[src/include/gpm_pkg.sv]
// What this block does
// - Pins reset undriven; debug pins alt, enabled, pulled-up
// - Every reset restores both pin groups' defaults
// - Input direction: data bit captures the pad
// - Output direction: data bit drives the pad
// - Address bits 9:2 mask the data register
// - Data write changes only address-selected bits
// - Data read returns zero for unselected bits
// - One interrupt output for any enabled pending pin
// - Rising, falling, both edges, or high/low level
// - Edge interrupt stays latched until software clears
// - Mask gates forwarding; masked status shows forwarded
// - Raw status shows triggers regardless of mask
// - Writing one clears latched interrupt; zero ignored
// - Unmasked trigger on port B pin 4 also pulses ADC trigger
// - Alt select hands pad to peripheral function
// - Protected alt select needs unlock and commit
// - Only five debug pins are commit-protected
// - Per-pin pad drive, drain, pulls, slew, enable
// - Eight peripheral and four cell identity words
// - Each port is an independent copy
package gpm_pkg;
   // ==========================================
   // Register offsets
   localparam logic [11:0] OFF_DIR = 12'h400;
   localparam logic [11:0] OFF_IS = 12'h404;
   localparam logic [11:0] OFF_IBE = 12'h408;
   localparam logic [11:0] OFF_IEV = 12'h40C;
   localparam logic [11:0] OFF_IM = 12'h410;
   localparam logic [11:0] OFF_RIS = 12'h414;
   localparam logic [11:0] OFF_MIS = 12'h418;
   localparam logic [11:0] OFF_ICR = 12'h41C;
   localparam logic [11:0] OFF_AFSEL = 12'h420;
   localparam logic [11:0] OFF_DRV2 = 12'h500;
   localparam logic [11:0] OFF_DRV4 = 12'h504;
   localparam logic [11:0] OFF_DRV8 = 12'h508;
   localparam logic [11:0] OFF_ODR = 12'h50C;
   localparam logic [11:0] OFF_PUR = 12'h510;
   localparam logic [11:0] OFF_PDR = 12'h514;
   localparam logic [11:0] OFF_SLR = 12'h518;
   localparam logic [11:0] OFF_DEN = 12'h51C;
   localparam logic [11:0] OFF_LOCK = 12'h520;
   localparam logic [11:0] OFF_CR = 12'h524;
   localparam logic [11:0] OFF_PID = 12'hFD0;
   localparam logic [11:0] OFF_CID = 12'hFF0;
   localparam logic [11:0] DATA_SPAN = 12'h400;
   // ==========================================
   // Reset values and constants
   localparam logic [7:0] RST_ZERO = 8'h00;
   localparam logic [7:0] RST_DRV2 = 8'hFF;
   localparam logic [7:0] RST_CR = 8'hFF;
   localparam int PORT_B = 1;
   localparam int PORT_C = 2;
   localparam int ADC_PIN = 4;
   localparam logic [7:0] DBG_MASK_B = 8'h80;
   localparam logic [7:0] DBG_MASK_C = 8'h0F;
   // Arbitrary unlock key
   localparam logic [31:0] UNLOCK_KEY = 32'h5A5A_C3C3;
   localparam logic [1:0] RESP_OKAY = 2'h0;
   localparam logic [1:0] RESP_SLVERR = 2'h2;
   // Identity words, values arbitrary
   localparam logic [7:0] PID_WORDS [8] = '{8'h00, 8'h00, 8'h00, 8'h00,
                                            8'h11, 8'h22, 8'h33, 8'h44};
   localparam logic [7:0] CID_WORDS [4] = '{8'h55, 8'h66, 8'h77, 8'h88};
   // ==========================================
   // Pad configuration carrier
   typedef struct packed {
      logic [7:0] drv2;
      logic [7:0] drv4;
      logic [7:0] drv8;
      logic [7:0] open_drain;
      logic [7:0] pull_up;
      logic [7:0] pull_down;
      logic [7:0] slew;
      logic [7:0] dig_en;
   } gpm_pad_cfg_t;

   function automatic logic [7:0] gpm_debug_mask(input int port);
      return (port == PORT_B) ? DBG_MASK_B : (port == PORT_C) ? DBG_MASK_C : RST_ZERO;
   endfunction
endpackage

[src/rtl/gpm_sync.sv]
`timescale 1ns/1ps
`default_nettype none
module gpm_sync #(
   parameter int WIDTH = 8
) (
   input wire logic aclk,
   input wire logic aresetn,
   input wire logic ce,
   input wire logic [WIDTH-1:0] d,
   output logic [WIDTH-1:0] q
);
   logic [WIDTH-1:0] meta_r;
   always_ff @(posedge aclk) begin
      if (!aresetn) begin
         meta_r <= '0;
         q <= '0;
      end else if (ce) begin
         meta_r <= d;
         q <= meta_r;
      end
   end
endmodule
`default_nettype wire

[src/rtl/gpm_port.sv]
// Our own choices: the placing of the registers and register access over AXI4-Lite.
`timescale 1ns/1ps
`default_nettype none
module gpm_port #(
   parameter int PORT_IDX = 0
) (
   input wire logic aclk,
   input wire logic aresetn,
   input wire logic ce,
   input wire logic awvalid,
   output logic awready,
   input wire logic [11:0] awaddr,
   input wire logic wvalid,
   output logic wready,
   input wire logic [31:0] wdata,
   input wire logic [3:0] wstrb,
   output logic bvalid,
   input wire logic bready,
   output logic [1:0] bresp,
   input wire logic arvalid,
   output logic arready,
   input wire logic [11:0] araddr,
   output logic rvalid,
   input wire logic rready,
   output logic [31:0] rdata,
   output logic [1:0] rresp,
   input wire logic [7:0] pad_in,
   output logic [7:0] pad_out,
   output logic [7:0] pad_oe,
   output gpm_pkg::gpm_pad_cfg_t pad_cfg,
   input wire logic [7:0] alt_out,
   input wire logic [7:0] alt_oe,
   output logic [7:0] alt_in,
   output logic irq,
   output logic adc_trigger
);
   import gpm_pkg::*;

   localparam logic [7:0] DBG = gpm_debug_mask(PORT_IDX);
   localparam bit HAS_ADC = (PORT_IDX == PORT_B);

   if (PORT_IDX < 0 || PORT_IDX > 7) begin : g_bad_port
      $error("PORT_IDX must be 0 to 7");
   end

   // ==========================================
   // Bus slave state
   logic [11:0] aw_addr_r, ar_addr_r;
   logic [31:0] w_data_r;
   logic w_lane_r, aw_got_r, w_got_r, rd_pend_r;
   logic [7:0] data_r, dir_r, is_r, ibe_r, iev_r, im_r, ris_r, afsel_r, cr_r;
   logic locked_r;
   logic [7:0] sync_q, prev_r;
   gpm_pad_cfg_t cfg_r;

   wire do_wr = aw_got_r && w_got_r && !bvalid;
   wire wr_data = aw_addr_r < DATA_SPAN;
   wire [7:0] wr_mask = aw_addr_r[9:2];
   wire [7:0] wv = w_data_r[7:0];
   wire wl = do_wr && w_lane_r;

   function automatic logic hit(input logic [11:0] a, input logic [11:0] off);
      return a == off;
   endfunction

   function automatic logic [7:0] upd(input logic [7:0] old, input logic en,
                                      input logic [7:0] val);
      return en ? val : old;
   endfunction

   wire wr_dir = wl && hit(aw_addr_r, OFF_DIR);
   wire wr_is = wl && hit(aw_addr_r, OFF_IS);
   wire wr_ibe = wl && hit(aw_addr_r, OFF_IBE);
   wire wr_iev = wl && hit(aw_addr_r, OFF_IEV);
   wire wr_im = wl && hit(aw_addr_r, OFF_IM);
   wire wr_icr = wl && hit(aw_addr_r, OFF_ICR);
   wire wr_afsel = wl && hit(aw_addr_r, OFF_AFSEL);
   wire wr_cr = wl && hit(aw_addr_r, OFF_CR) && !locked_r;
   wire wr_lock = do_wr && hit(aw_addr_r, OFF_LOCK);
   wire wr_dat = wl && wr_data;
   // Mask as it stands after this edge, so irq never lags a mask write
   wire [7:0] im_nxt = upd(im_r, wr_im, wv);

   function automatic logic known(input logic [11:0] a);
      return (a < DATA_SPAN) || (a >= OFF_DIR && a <= OFF_AFSEL && a[1:0] == 2'h0)
         || (a >= OFF_DRV2 && a <= OFF_CR && a[1:0] == 2'h0)
         || (a >= OFF_PID && a[1:0] == 2'h0);
   endfunction

   // ==========================================
   // Write channel
   always_ff @(posedge aclk) begin
      if (!aresetn) begin
         awready <= 1'b1;
         wready <= 1'b1;
         aw_got_r <= 1'b0;
         w_got_r <= 1'b0;
         bvalid <= 1'b0;
         bresp <= RESP_OKAY;
         aw_addr_r <= 12'h000;
         w_data_r <= 32'h0000_0000;
         w_lane_r <= 1'b0;
      end else if (ce) begin
         if (awvalid && awready) begin
            aw_addr_r <= awaddr;
            aw_got_r <= 1'b1;
            awready <= 1'b0;
         end
         if (wvalid && wready) begin
            w_data_r <= wdata;
            w_lane_r <= wstrb[0];
            w_got_r <= 1'b1;
            wready <= 1'b0;
         end
         if (do_wr) begin
            aw_got_r <= 1'b0;
            w_got_r <= 1'b0;
            bvalid <= 1'b1;
            bresp <= known(aw_addr_r) ? RESP_OKAY : RESP_SLVERR;
         end
         if (bvalid && bready) begin
            bvalid <= 1'b0;
            awready <= 1'b1;
            wready <= 1'b1;
         end
      end
   end

   // ==========================================
   // Read channel
   logic [7:0] rd_val;
   wire [11:0] ra = ar_addr_r;
   wire [7:0] rd_mask = ra[9:2];
   wire [7:0] mis = ris_r & im_r;

   always_comb begin
      rd_val = RST_ZERO;
      if (ra < DATA_SPAN) begin
         rd_val = data_r & rd_mask;
      end else if (ra >= OFF_PID && ra < OFF_CID) begin
         rd_val = PID_WORDS[ra[4:2]];
      end else if (ra >= OFF_CID) begin
         rd_val = CID_WORDS[ra[3:2]];
      end else begin
         case (ra)
            OFF_DIR: rd_val = dir_r;
            OFF_IS: rd_val = is_r;
            OFF_IBE: rd_val = ibe_r;
            OFF_IEV: rd_val = iev_r;
            OFF_IM: rd_val = im_r;
            OFF_RIS: rd_val = ris_r;
            OFF_MIS: rd_val = mis;
            OFF_AFSEL: rd_val = afsel_r;
            OFF_DRV2: rd_val = cfg_r.drv2;
            OFF_DRV4: rd_val = cfg_r.drv4;
            OFF_DRV8: rd_val = cfg_r.drv8;
            OFF_ODR: rd_val = cfg_r.open_drain;
            OFF_PUR: rd_val = cfg_r.pull_up;
            OFF_PDR: rd_val = cfg_r.pull_down;
            OFF_SLR: rd_val = cfg_r.slew;
            OFF_DEN: rd_val = cfg_r.dig_en;
            OFF_LOCK: rd_val = {7'h00, locked_r};
            OFF_CR: rd_val = cr_r;
            default: rd_val = RST_ZERO;
         endcase
      end
   end

   always_ff @(posedge aclk) begin
      if (!aresetn) begin
         arready <= 1'b1;
         rvalid <= 1'b0;
         rd_pend_r <= 1'b0;
         rdata <= 32'h0000_0000;
         rresp <= RESP_OKAY;
         ar_addr_r <= 12'h000;
      end else if (ce) begin
         if (arvalid && arready) begin
            ar_addr_r <= araddr;
            arready <= 1'b0;
            rd_pend_r <= 1'b1;
         end
         if (rd_pend_r) begin
            rdata <= {24'h00_0000, rd_val};
            rresp <= known(ra) ? RESP_OKAY : RESP_SLVERR;
            rvalid <= 1'b1;
            rd_pend_r <= 1'b0;
         end
         if (rvalid && rready) begin
            rvalid <= 1'b0;
            arready <= 1'b1;
         end
      end
   end

   // ==========================================
   // Configuration registers
   wire [7:0] af_ok = ~DBG | (cr_r & {8{!locked_r}});

   always_ff @(posedge aclk) begin
      if (!aresetn) begin
         dir_r <= RST_ZERO;
         is_r <= RST_ZERO;
         ibe_r <= RST_ZERO;
         iev_r <= RST_ZERO;
         im_r <= RST_ZERO;
         afsel_r <= DBG;
         cr_r <= RST_CR & ~DBG;
         locked_r <= 1'b1;
         cfg_r <= '{drv2: RST_DRV2, dig_en: DBG, pull_up: DBG, default: RST_ZERO};
      end else if (ce) begin
         dir_r <= upd(dir_r, wr_dir, wv);
         is_r <= upd(is_r, wr_is, wv);
         ibe_r <= upd(ibe_r, wr_ibe, wv);
         iev_r <= upd(iev_r, wr_iev, wv);
         im_r <= im_nxt;
         afsel_r <= upd(afsel_r, wr_afsel, (wv & af_ok) | (afsel_r & ~af_ok));
         cr_r <= upd(cr_r, wr_cr, (wv & DBG) | (cr_r & ~DBG));
         if (wr_lock) begin
            locked_r <= (w_data_r != UNLOCK_KEY);
         end
         if (wl) begin
            cfg_r.drv2 <= upd(cfg_r.drv2, hit(aw_addr_r, OFF_DRV2), wv);
            cfg_r.drv4 <= upd(cfg_r.drv4, hit(aw_addr_r, OFF_DRV4), wv);
            cfg_r.drv8 <= upd(cfg_r.drv8, hit(aw_addr_r, OFF_DRV8), wv);
            cfg_r.open_drain <= upd(cfg_r.open_drain, hit(aw_addr_r, OFF_ODR), wv);
            cfg_r.pull_up <= upd(cfg_r.pull_up, hit(aw_addr_r, OFF_PUR), wv);
            cfg_r.pull_down <= upd(cfg_r.pull_down, hit(aw_addr_r, OFF_PDR), wv);
            cfg_r.slew <= upd(cfg_r.slew, hit(aw_addr_r, OFF_SLR), wv);
            cfg_r.dig_en <= upd(cfg_r.dig_en, hit(aw_addr_r, OFF_DEN), wv);
         end
      end
   end

   // ==========================================
   // Pad input path and data register
   gpm_sync #(.WIDTH(8)) u_sync (
      .aclk(aclk),
      .aresetn(aresetn),
      .ce(ce),
      .d(pad_in),
      .q(sync_q)
   );

   wire [7:0] in_v = sync_q & cfg_r.dig_en;
   wire [7:0] wr_bits = {8{wr_dat}} & wr_mask;
   wire [7:0] data_nxt = (data_r & ~wr_bits & dir_r) | (wv & wr_bits & dir_r)
      | (in_v & ~dir_r);

   // ==========================================
   // Interrupt detection
   wire [7:0] rise = in_v & ~prev_r;
   wire [7:0] fall = ~in_v & prev_r;
   wire [7:0] edge_hit = ~is_r & (((rise | fall) & ibe_r)
      | (((rise & iev_r) | (fall & ~iev_r)) & ~ibe_r));
   wire [7:0] lvl_hit = is_r & ((in_v & iev_r) | (~in_v & ~iev_r));
   wire [7:0] trig = edge_hit | lvl_hit;
   wire [7:0] clr_v = {8{wr_icr}} & wv;
   wire [7:0] ris_nxt = (ris_r & ~clr_v) | trig;
   wire [7:0] mis_nxt = ris_nxt & im_nxt;

   always_ff @(posedge aclk) begin
      if (!aresetn) begin
         data_r <= RST_ZERO;
         prev_r <= RST_ZERO;
         ris_r <= RST_ZERO;
         irq <= 1'b0;
         adc_trigger <= 1'b0;
         pad_out <= RST_ZERO;
         pad_oe <= RST_ZERO;
         pad_cfg <= '0;
         alt_in <= RST_ZERO;
      end else if (ce) begin
         data_r <= data_nxt;
         prev_r <= in_v;
         ris_r <= ris_nxt;
         irq <= |mis_nxt;
         adc_trigger <= HAS_ADC && im_nxt[ADC_PIN] && trig[ADC_PIN];
         pad_out <= (afsel_r & alt_out) | (~afsel_r & data_nxt & ~cfg_r.open_drain);
         pad_oe <= (afsel_r & alt_oe)
            | (~afsel_r & dir_r & (~cfg_r.open_drain | ~data_nxt));
         pad_cfg <= cfg_r;
         alt_in <= in_v;
      end
   end
endmodule
`default_nettype wire

[config.mk]
export PLATFORM = sky130hd
export DESIGN_NAME = gpm_port
export DESIGN_NICKNAME = d
export VERILOG_FILES = /design/src/include/gpm_pkg.sv /design/src/rtl/gpm_sync.sv /design/src/rtl/gpm_port.sv
export SDC_FILE = /design/constraint.sdc
export NUM_CORES = 1
export LEC_CHECK = 0
export CAP_MARGIN = 5
export CORE_ASPECT_RATIO = 1.25
export CORE_MARGIN = 3
export CORE_UTILIZATION = 65
export CTS_CLUSTER_DIAMETER = 200
export CTS_CLUSTER_SIZE = 20
export DETAILED_ROUTE_END_ITERATION = 8
export DONT_BUFFER_PORTS = 1
export GPL_ROUTABILITY_DRIVEN = 1
export PLACE_DENSITY = 0.81
export SLEW_MARGIN = 20
export SYNTH_ARGS = -nofsm -noshare
export SYNTH_HDL_FRONTEND = slang
export SYNTH_SLANG_ARGS = --single-unit
[constraint.sdc]
create_clock -name aclk -period 3.8 [get_ports aclk]
set_input_delay 0.38 -clock aclk [delete_from_list [all_inputs] [get_ports aclk]]
set_output_delay 0.38 -clock aclk [all_outputs]
set_load 0.01 [all_outputs]
# Word-level counts from Yosys, hierarchy flattened

Memory sizes are Yosys's and may differ from the RTL's.
Cells that the tools add are included.

RAM bits: 0
ROM bits: 64
Memories kept: 1
Flip-flop bits (word level): 311
Bits in latches: 0

Memories:

| memory           | words | bits a word | rd ports | clocked after memory_dff | write ports | RTL line        | source |
|---|---|---|---|---|---|---|---|
| (name not given) | 8     | 8           | 1        | 0                        | 0           | gpm_port.sv:141 | `rd_val = PID_WORDS[ra[4:2]];` |

Muxes and demuxes: 28
$add $sub $neg: 0
Equality and inequality tests: 35
Divide/modulo/power cells: 0
Shift operators: 0
Multiply operators: 0
Order comparisons: 16
Reduce and logical (&&, ||, !) cells: 71
Bitwise operators: 52

Operators by type and width:

| operator                                              | number |
|---|---|
| == test 12 x 11 -> 1 bit, second input constant       | 34 |
| bitwise AND 8 bit                                     | 28 |
| case mux 8 bit (18 select lines)                      | 1 |
| inverter 8 bit                                        | 11 |
| bitwise OR 8 bit                                      | 11 |
| two-way mux 8 bit                                     | 8 |
| >= comparator 12 x 11 -> 1 bit, second input constant | 4 |
| <= comparator 12 x 11 -> 1 bit, second input constant | 4 |
| >= comparator 12 bit, second input constant           | 3 |
| AND reduction 2 bit                                   | 18 |
| != test 32 x 31 -> 1 bit, second input constant       | 1 |
| logical AND 1 bit                                     | 28 |
| < comparator 12 x 11 -> 1 bit, second input constant  | 2 |
| AND reduction 3 bit                                   | 8 |
| binary-select mux 8 bit (select 2 bit)                | 1 |
| two-way mux 1 bit                                     | 16 |
| nonzero test 2 bit                                    | 7 |
| < comparator 12 bit, second input constant            | 1 |
| OR reduction 8 bit                                    | 1 |
| logical OR 1 bit                                      | 6 |
| >= comparator 4 bit, second input constant            | 1 |
| zero test 2 bit                                       | 2 |
| two-way mux 2 bit                                     | 2 |
| inverter 3 -> 4 bit                                   | 1 |
| other kinds (3)                                       | 3 |

# Depth between registers and ports, before layout

Depth after elaboration: 14
Mapped depth: 10

# Modules after synthesis

A second synthesis with hierarchy kept.

Cell total of the unflattened synthesis: 1694
Area, all modules: 14347.5 µm²

Modules (own cells, without submodules):

| module   | cells each | instances | area an instance (µm²) |
|---|---|---|---|
| gpm_port | 1643       | 1         | 13731.9 |
| gpm_sync | 51         | 1         | 615.6 |

# Worst setup path after synthesis

OpenSTA, ideal clock, no wires.

Path kind: register to register
From: reg ar_addr_r[2]
To: reg rdata[0]
Stages on the path, launching flop included: 10
Data required time: 3.719 ns
Setup slack: 1.801 ns
Arrival: 1.919 ns
Path buffers: 1
Cell sequence: dfxtp_1 -> inv_1 -> ha_1 -> or3b_2 -> clkbuf_1 -> nor3_1 -> a32oi_1 -> nand3_1 -> nor2_1 -> a41oi_1

Longest elaborated chain between the ends: 7
Elaborated cells between the ends (all ways): 36
Classes of those cells: order compare: 4; eq/ne: 18; mux: 9; bitwise: 3; reduce/logical: 1; memory: 1

Ends and longest elaborated chain:

| item                                                                         | RTL line        | source |
|---|---|---|
| start, declared                                                              | gpm_port.sv:48  | `logic [11:0] aw_addr_r, ar_addr_r;` |
| start signal, assigned                                                       | gpm_port.sv:179 | `ar_addr_r <= araddr;` |
| parallel branches: the longest is 6 deep, another holds >= comparator 12 bit | -               |  |
| two-way mux 8 bit (*)                                                        | gpm_port.sv:138 | `if (ra < DATA_SPAN) begin` |
| end signal, assigned                                                         | gpm_port.sv:184 | `rdata <= {24'h00_0000, rd_val};` |
| end, declared                                                                | gpm_port.sv:25  | `output logic [31:0] rdata,` |

Mark *: on every way between the ends. The select of a mux whose other input is x is not followed.
A chain may end at the register's enable or synchronous reset.

# Final worst setup path

From: reg ar_addr_r[2]
To: reg rdata[3]

The elaborated chain is that of the path after synthesis.

==> results by group <==
Run status
  • Run status: finished clean

Timing
  • Final Hold Fails: 0
  • RSZ-0062 raised after global routing: no
  • Final Critical Period: approximately 2.8 ns
  • Period Utilization, post-route: roughly three quarters
  • Slew Limit Fails: 0
  • Max Fclk: about 360 MHz
  • Final setup viols: 0
  • Worst-margin pin slew: 1.141 ns
  • Relative slew slack: a little under a quarter
  • Worst Clk Skew: roughly 0.017 ns
  • WHS: ~0.0053 ns
  • Setup TNS: 0 ns

Global routing
  • Total global routing overflow: 0
  • Global-route wire length before repair: 63770 µm
  • Initial antenna violation count: 0
  • Largest net degree at the start of global routing: between 150 and 200
  • Number of global-route vias before repair: ~11000
  • GRT Total Usage: between 30% and 40%

Yosys
  • Synth warn: 0
  • Synth Area per Inst: between 8 and 9 µm²
  • Number of synthesized flops with an enable pin: 0
  • Seq/Total Area, Yosys: between 40% and 50%
  • Async S/R FF share, synth: 0%
  • Top_reg_cell synth: dfxtp_1
  • Seq cells post-synth: between 300 and 400
  • Yosys cell types: between 70 and 80
  • Synth Cell Area: 14080 µm²
  • Synth Instances: between 1500 and 2000

Power and ir drop
  • Leakage: roughly 5.3 nW
  • VDD IR-drop max: 0.4861 mV
  • Power per Cell Area: around 390 nW/µm²

Critical path
  • Critical Path Slowest Stage Cell: a222oi_1
  • Reg-to-Reg End: rdata[3]
  • Crit path capture type: flop
  • Reg2Reg Depth: 7
  • Slowest cell delay on critical path: 0.56 ns
  • Critical path required time: between 4 and 5 ns
  • CP top delay family: compound AO/OA/AOI/OAI gates
  • Critical Path AT: 3.15 ns
  • Buf+Inv Stages, Crit Path: 1
  • R2R Setup Slk: roughly 1 ns
  • CP cell instances: inv_1, ha_1, a222oi_1, o32a_1, o22ai_1, o31ai_1, a21oi_1
  • Crit-path max FO: 16
  • Worst setup path category: flop to flop
  • Reg2Reg Launch Point: ar_addr_r[2]
  • Setup crit start kind: flop

Placed design
  • Dpl hpwl: between 20000 and 30000 µm
  • Final GP Congestion: between 0.9 and 1
  • Port Buf Inserts: 0

Final layout
  • Fraction of layout cells with a size suffix above 1: between 4 and 5%
  • Final Net Count: 1692
  • Area Overhead vs Synth: 4.789%
  • N_diodes: 0

Hold path
  • Hold_sp: wdata[5]
  • Hold depth: 2
  • Hold Crit Class: primary input to flop
  • Hold Path Sink: w_data_r[5]

Clock tree
  • Clock sinks: ~310
  • CTS Buf Count: 19
  • Clock root buffer: clkbuf_16
  • Worst skew pair latency: 0.51 ns
  • Maximum buffer depth of the clock tree: 3
  • TritonCTS clock tree: done
  • Post-CTS sizing: 0
  • CTS clk-pin slew, worst paths: roughly 0.08 ns
  • H-Tree Depth: 1

Die
  • Die height: 170.6 µm
  • Rows: just under 60
  • Chip width: 137.7 µm
  • Core footprint: 21040 µm²
  • Starting Density: ~67%
  • Die ar.: approximately 23000 µm²
  • Top-Level Pins: approximately 220

Drt
  • Initial drt markers: 1191
  • WL/cell: around 23 µm
  • Vias per std cell: 6.396
  • Via count: ~12000
  • # DRC: 0
  • Antenna Nets Post-Route: 0
  • DRT Wirelength: around 43000 µm
  • Iteration count of the initial detailed-routing pass: 6

Job
  • Max Cap Viol: 0
[per-layer routing]
layer	GRT usage [%]	share of wire, %	up-vias	wire (µm)
met5	0	0	-	0
met4	17.14	5.1	0	2201
met3	7.500	9.7	110	4143
met2	56.50	46	574	19720
met1	44.92	39	5646	16710
li1	-	-	5516	-
[where the power goes]
group          total, mW  switching [mW]  internal (mW)
sequential          3.39          0.0948           3.30
combinational      0.402           0.261          0.141
clock               1.96            1.06          0.902
total               5.75            1.41           4.34
[worst reg2reg max path, delay by kind of cell (launching register included)]
kind	cells	cell delay (ns)
adders and majority gates	1	0.48
AOI/OAI and AO/OA	5	1.58
DFF	1	0.46
buffers and inverters	1	0.12
[worst max path at each step]
stage                     depth (start not counted)  slack (ns)       end          from
after floorplan                                   9        1.80  rdata[0]  ar_addr_r[2]
after global placement                            6        1.15  rdata[3]  ar_addr_r[5]
after detailed placement                          7        1.14  rdata[2]  ar_addr_r[2]
after CTS                                         6        1.11  rdata[3]  ar_addr_r[5]
after global routing                              7        0.91  rdata[2]  ar_addr_r[2]
final                                             7        1.02  rdata[3]  ar_addr_r[2]
[repair_timing]
item                      4_1_cts  5_1_grt
setup buffers                   0        0
hold endpoints to repair       46        1
hold buffers                   20        1
[final cells by class]
cell class                      count  area (µm²)
Multi-Input combinational cell   1183        7274
Clock buffer                       19       475.5
Inverter                           31       121.4
Timing Repair Buffer               35       340.3
Clock inverter                      1       16.27
Tap cell                          274       342.8
Fill cell                        1711        6282
Sequential cell                   309        6186
[cells by family after synthesis]
logic type,after synthesis,synth area share [%]
mux,222,15.89
buf+inv,165,5.233
simple gates,597,18.90
fa+ha+maj,21,1.866
flops,309,43.93
other cells,1,0.02663
xor+xnor,9,0.5598
compound gates,307,13.60
[sequential cells by signal, indices dropped and copies added (netlist names), 12 cells and up]
name       count
cfg_r         64
pad_cfg       64
w_data_r      32
ar_addr_r     12
aw_addr_r     12
[placed cells by master (no fill, tap or decap), drive strengths merged, types with 10 or more instances in the layout]
master	netlist	final
o21ai	59	59
conb	1	27
buf	43	14
ha	21	21
a222oi	10	10
clkbuf	91	19
nand3	40	40
dfxtp	309	309
mux2i	210	210
nand2	224	224
nand4	11	11
nor3	14	14
a21oi	121	121
a22oi	22	22
nor2	247	247
inv	31	31
mux2	12	12
a31oi	20	20
dlygate4sd3	0	21
a211oi	13	13
[synth_stat cells (12+ instances only)]
library cell    n  share of area, %
dfxtp_1       309                44
nor2_1        236               6.3
nand2_1       224               6.0
mux2i_1       210                15
a21oi_1       121               4.3
clkbuf_1       91               2.4
o21ai_0        57               2.0
nand3_1        40               1.4
inv_1          30              0.80
buf_4          29               1.5
a22oi_1        22               1.2
ha_1           21               1.9
a31oi_1        20              0.89
nor3_1         14              0.50
a211oi_1       13              0.69
mux2_2         12              0.96
[stage by stage]
| stage | power [mW] | area [µm²] | cells | utilization [%] | setup WS [ns] |
|---|---|---|---|---|---|
| final | 5.755 | 14760 | 1852 | 70.14 | 1.024 |
| after global placement | 3.823 | 14050 | 1811 | 66.77 | 1.148 |
| after CTS | 5.756 | 14740 | 1851 | 70.06 | 1.111 |
| after global routing | 5.908 | 14760 | 1852 | 70.14 | 0.9126 |
| after detailed placement | 3.831 | 14050 | 1811 | 66.77 | 1.141 |
| after floorplan | 3.772 | 14180 | 1657 | - | 1.801 |
(Power assumes the default switching activity.)
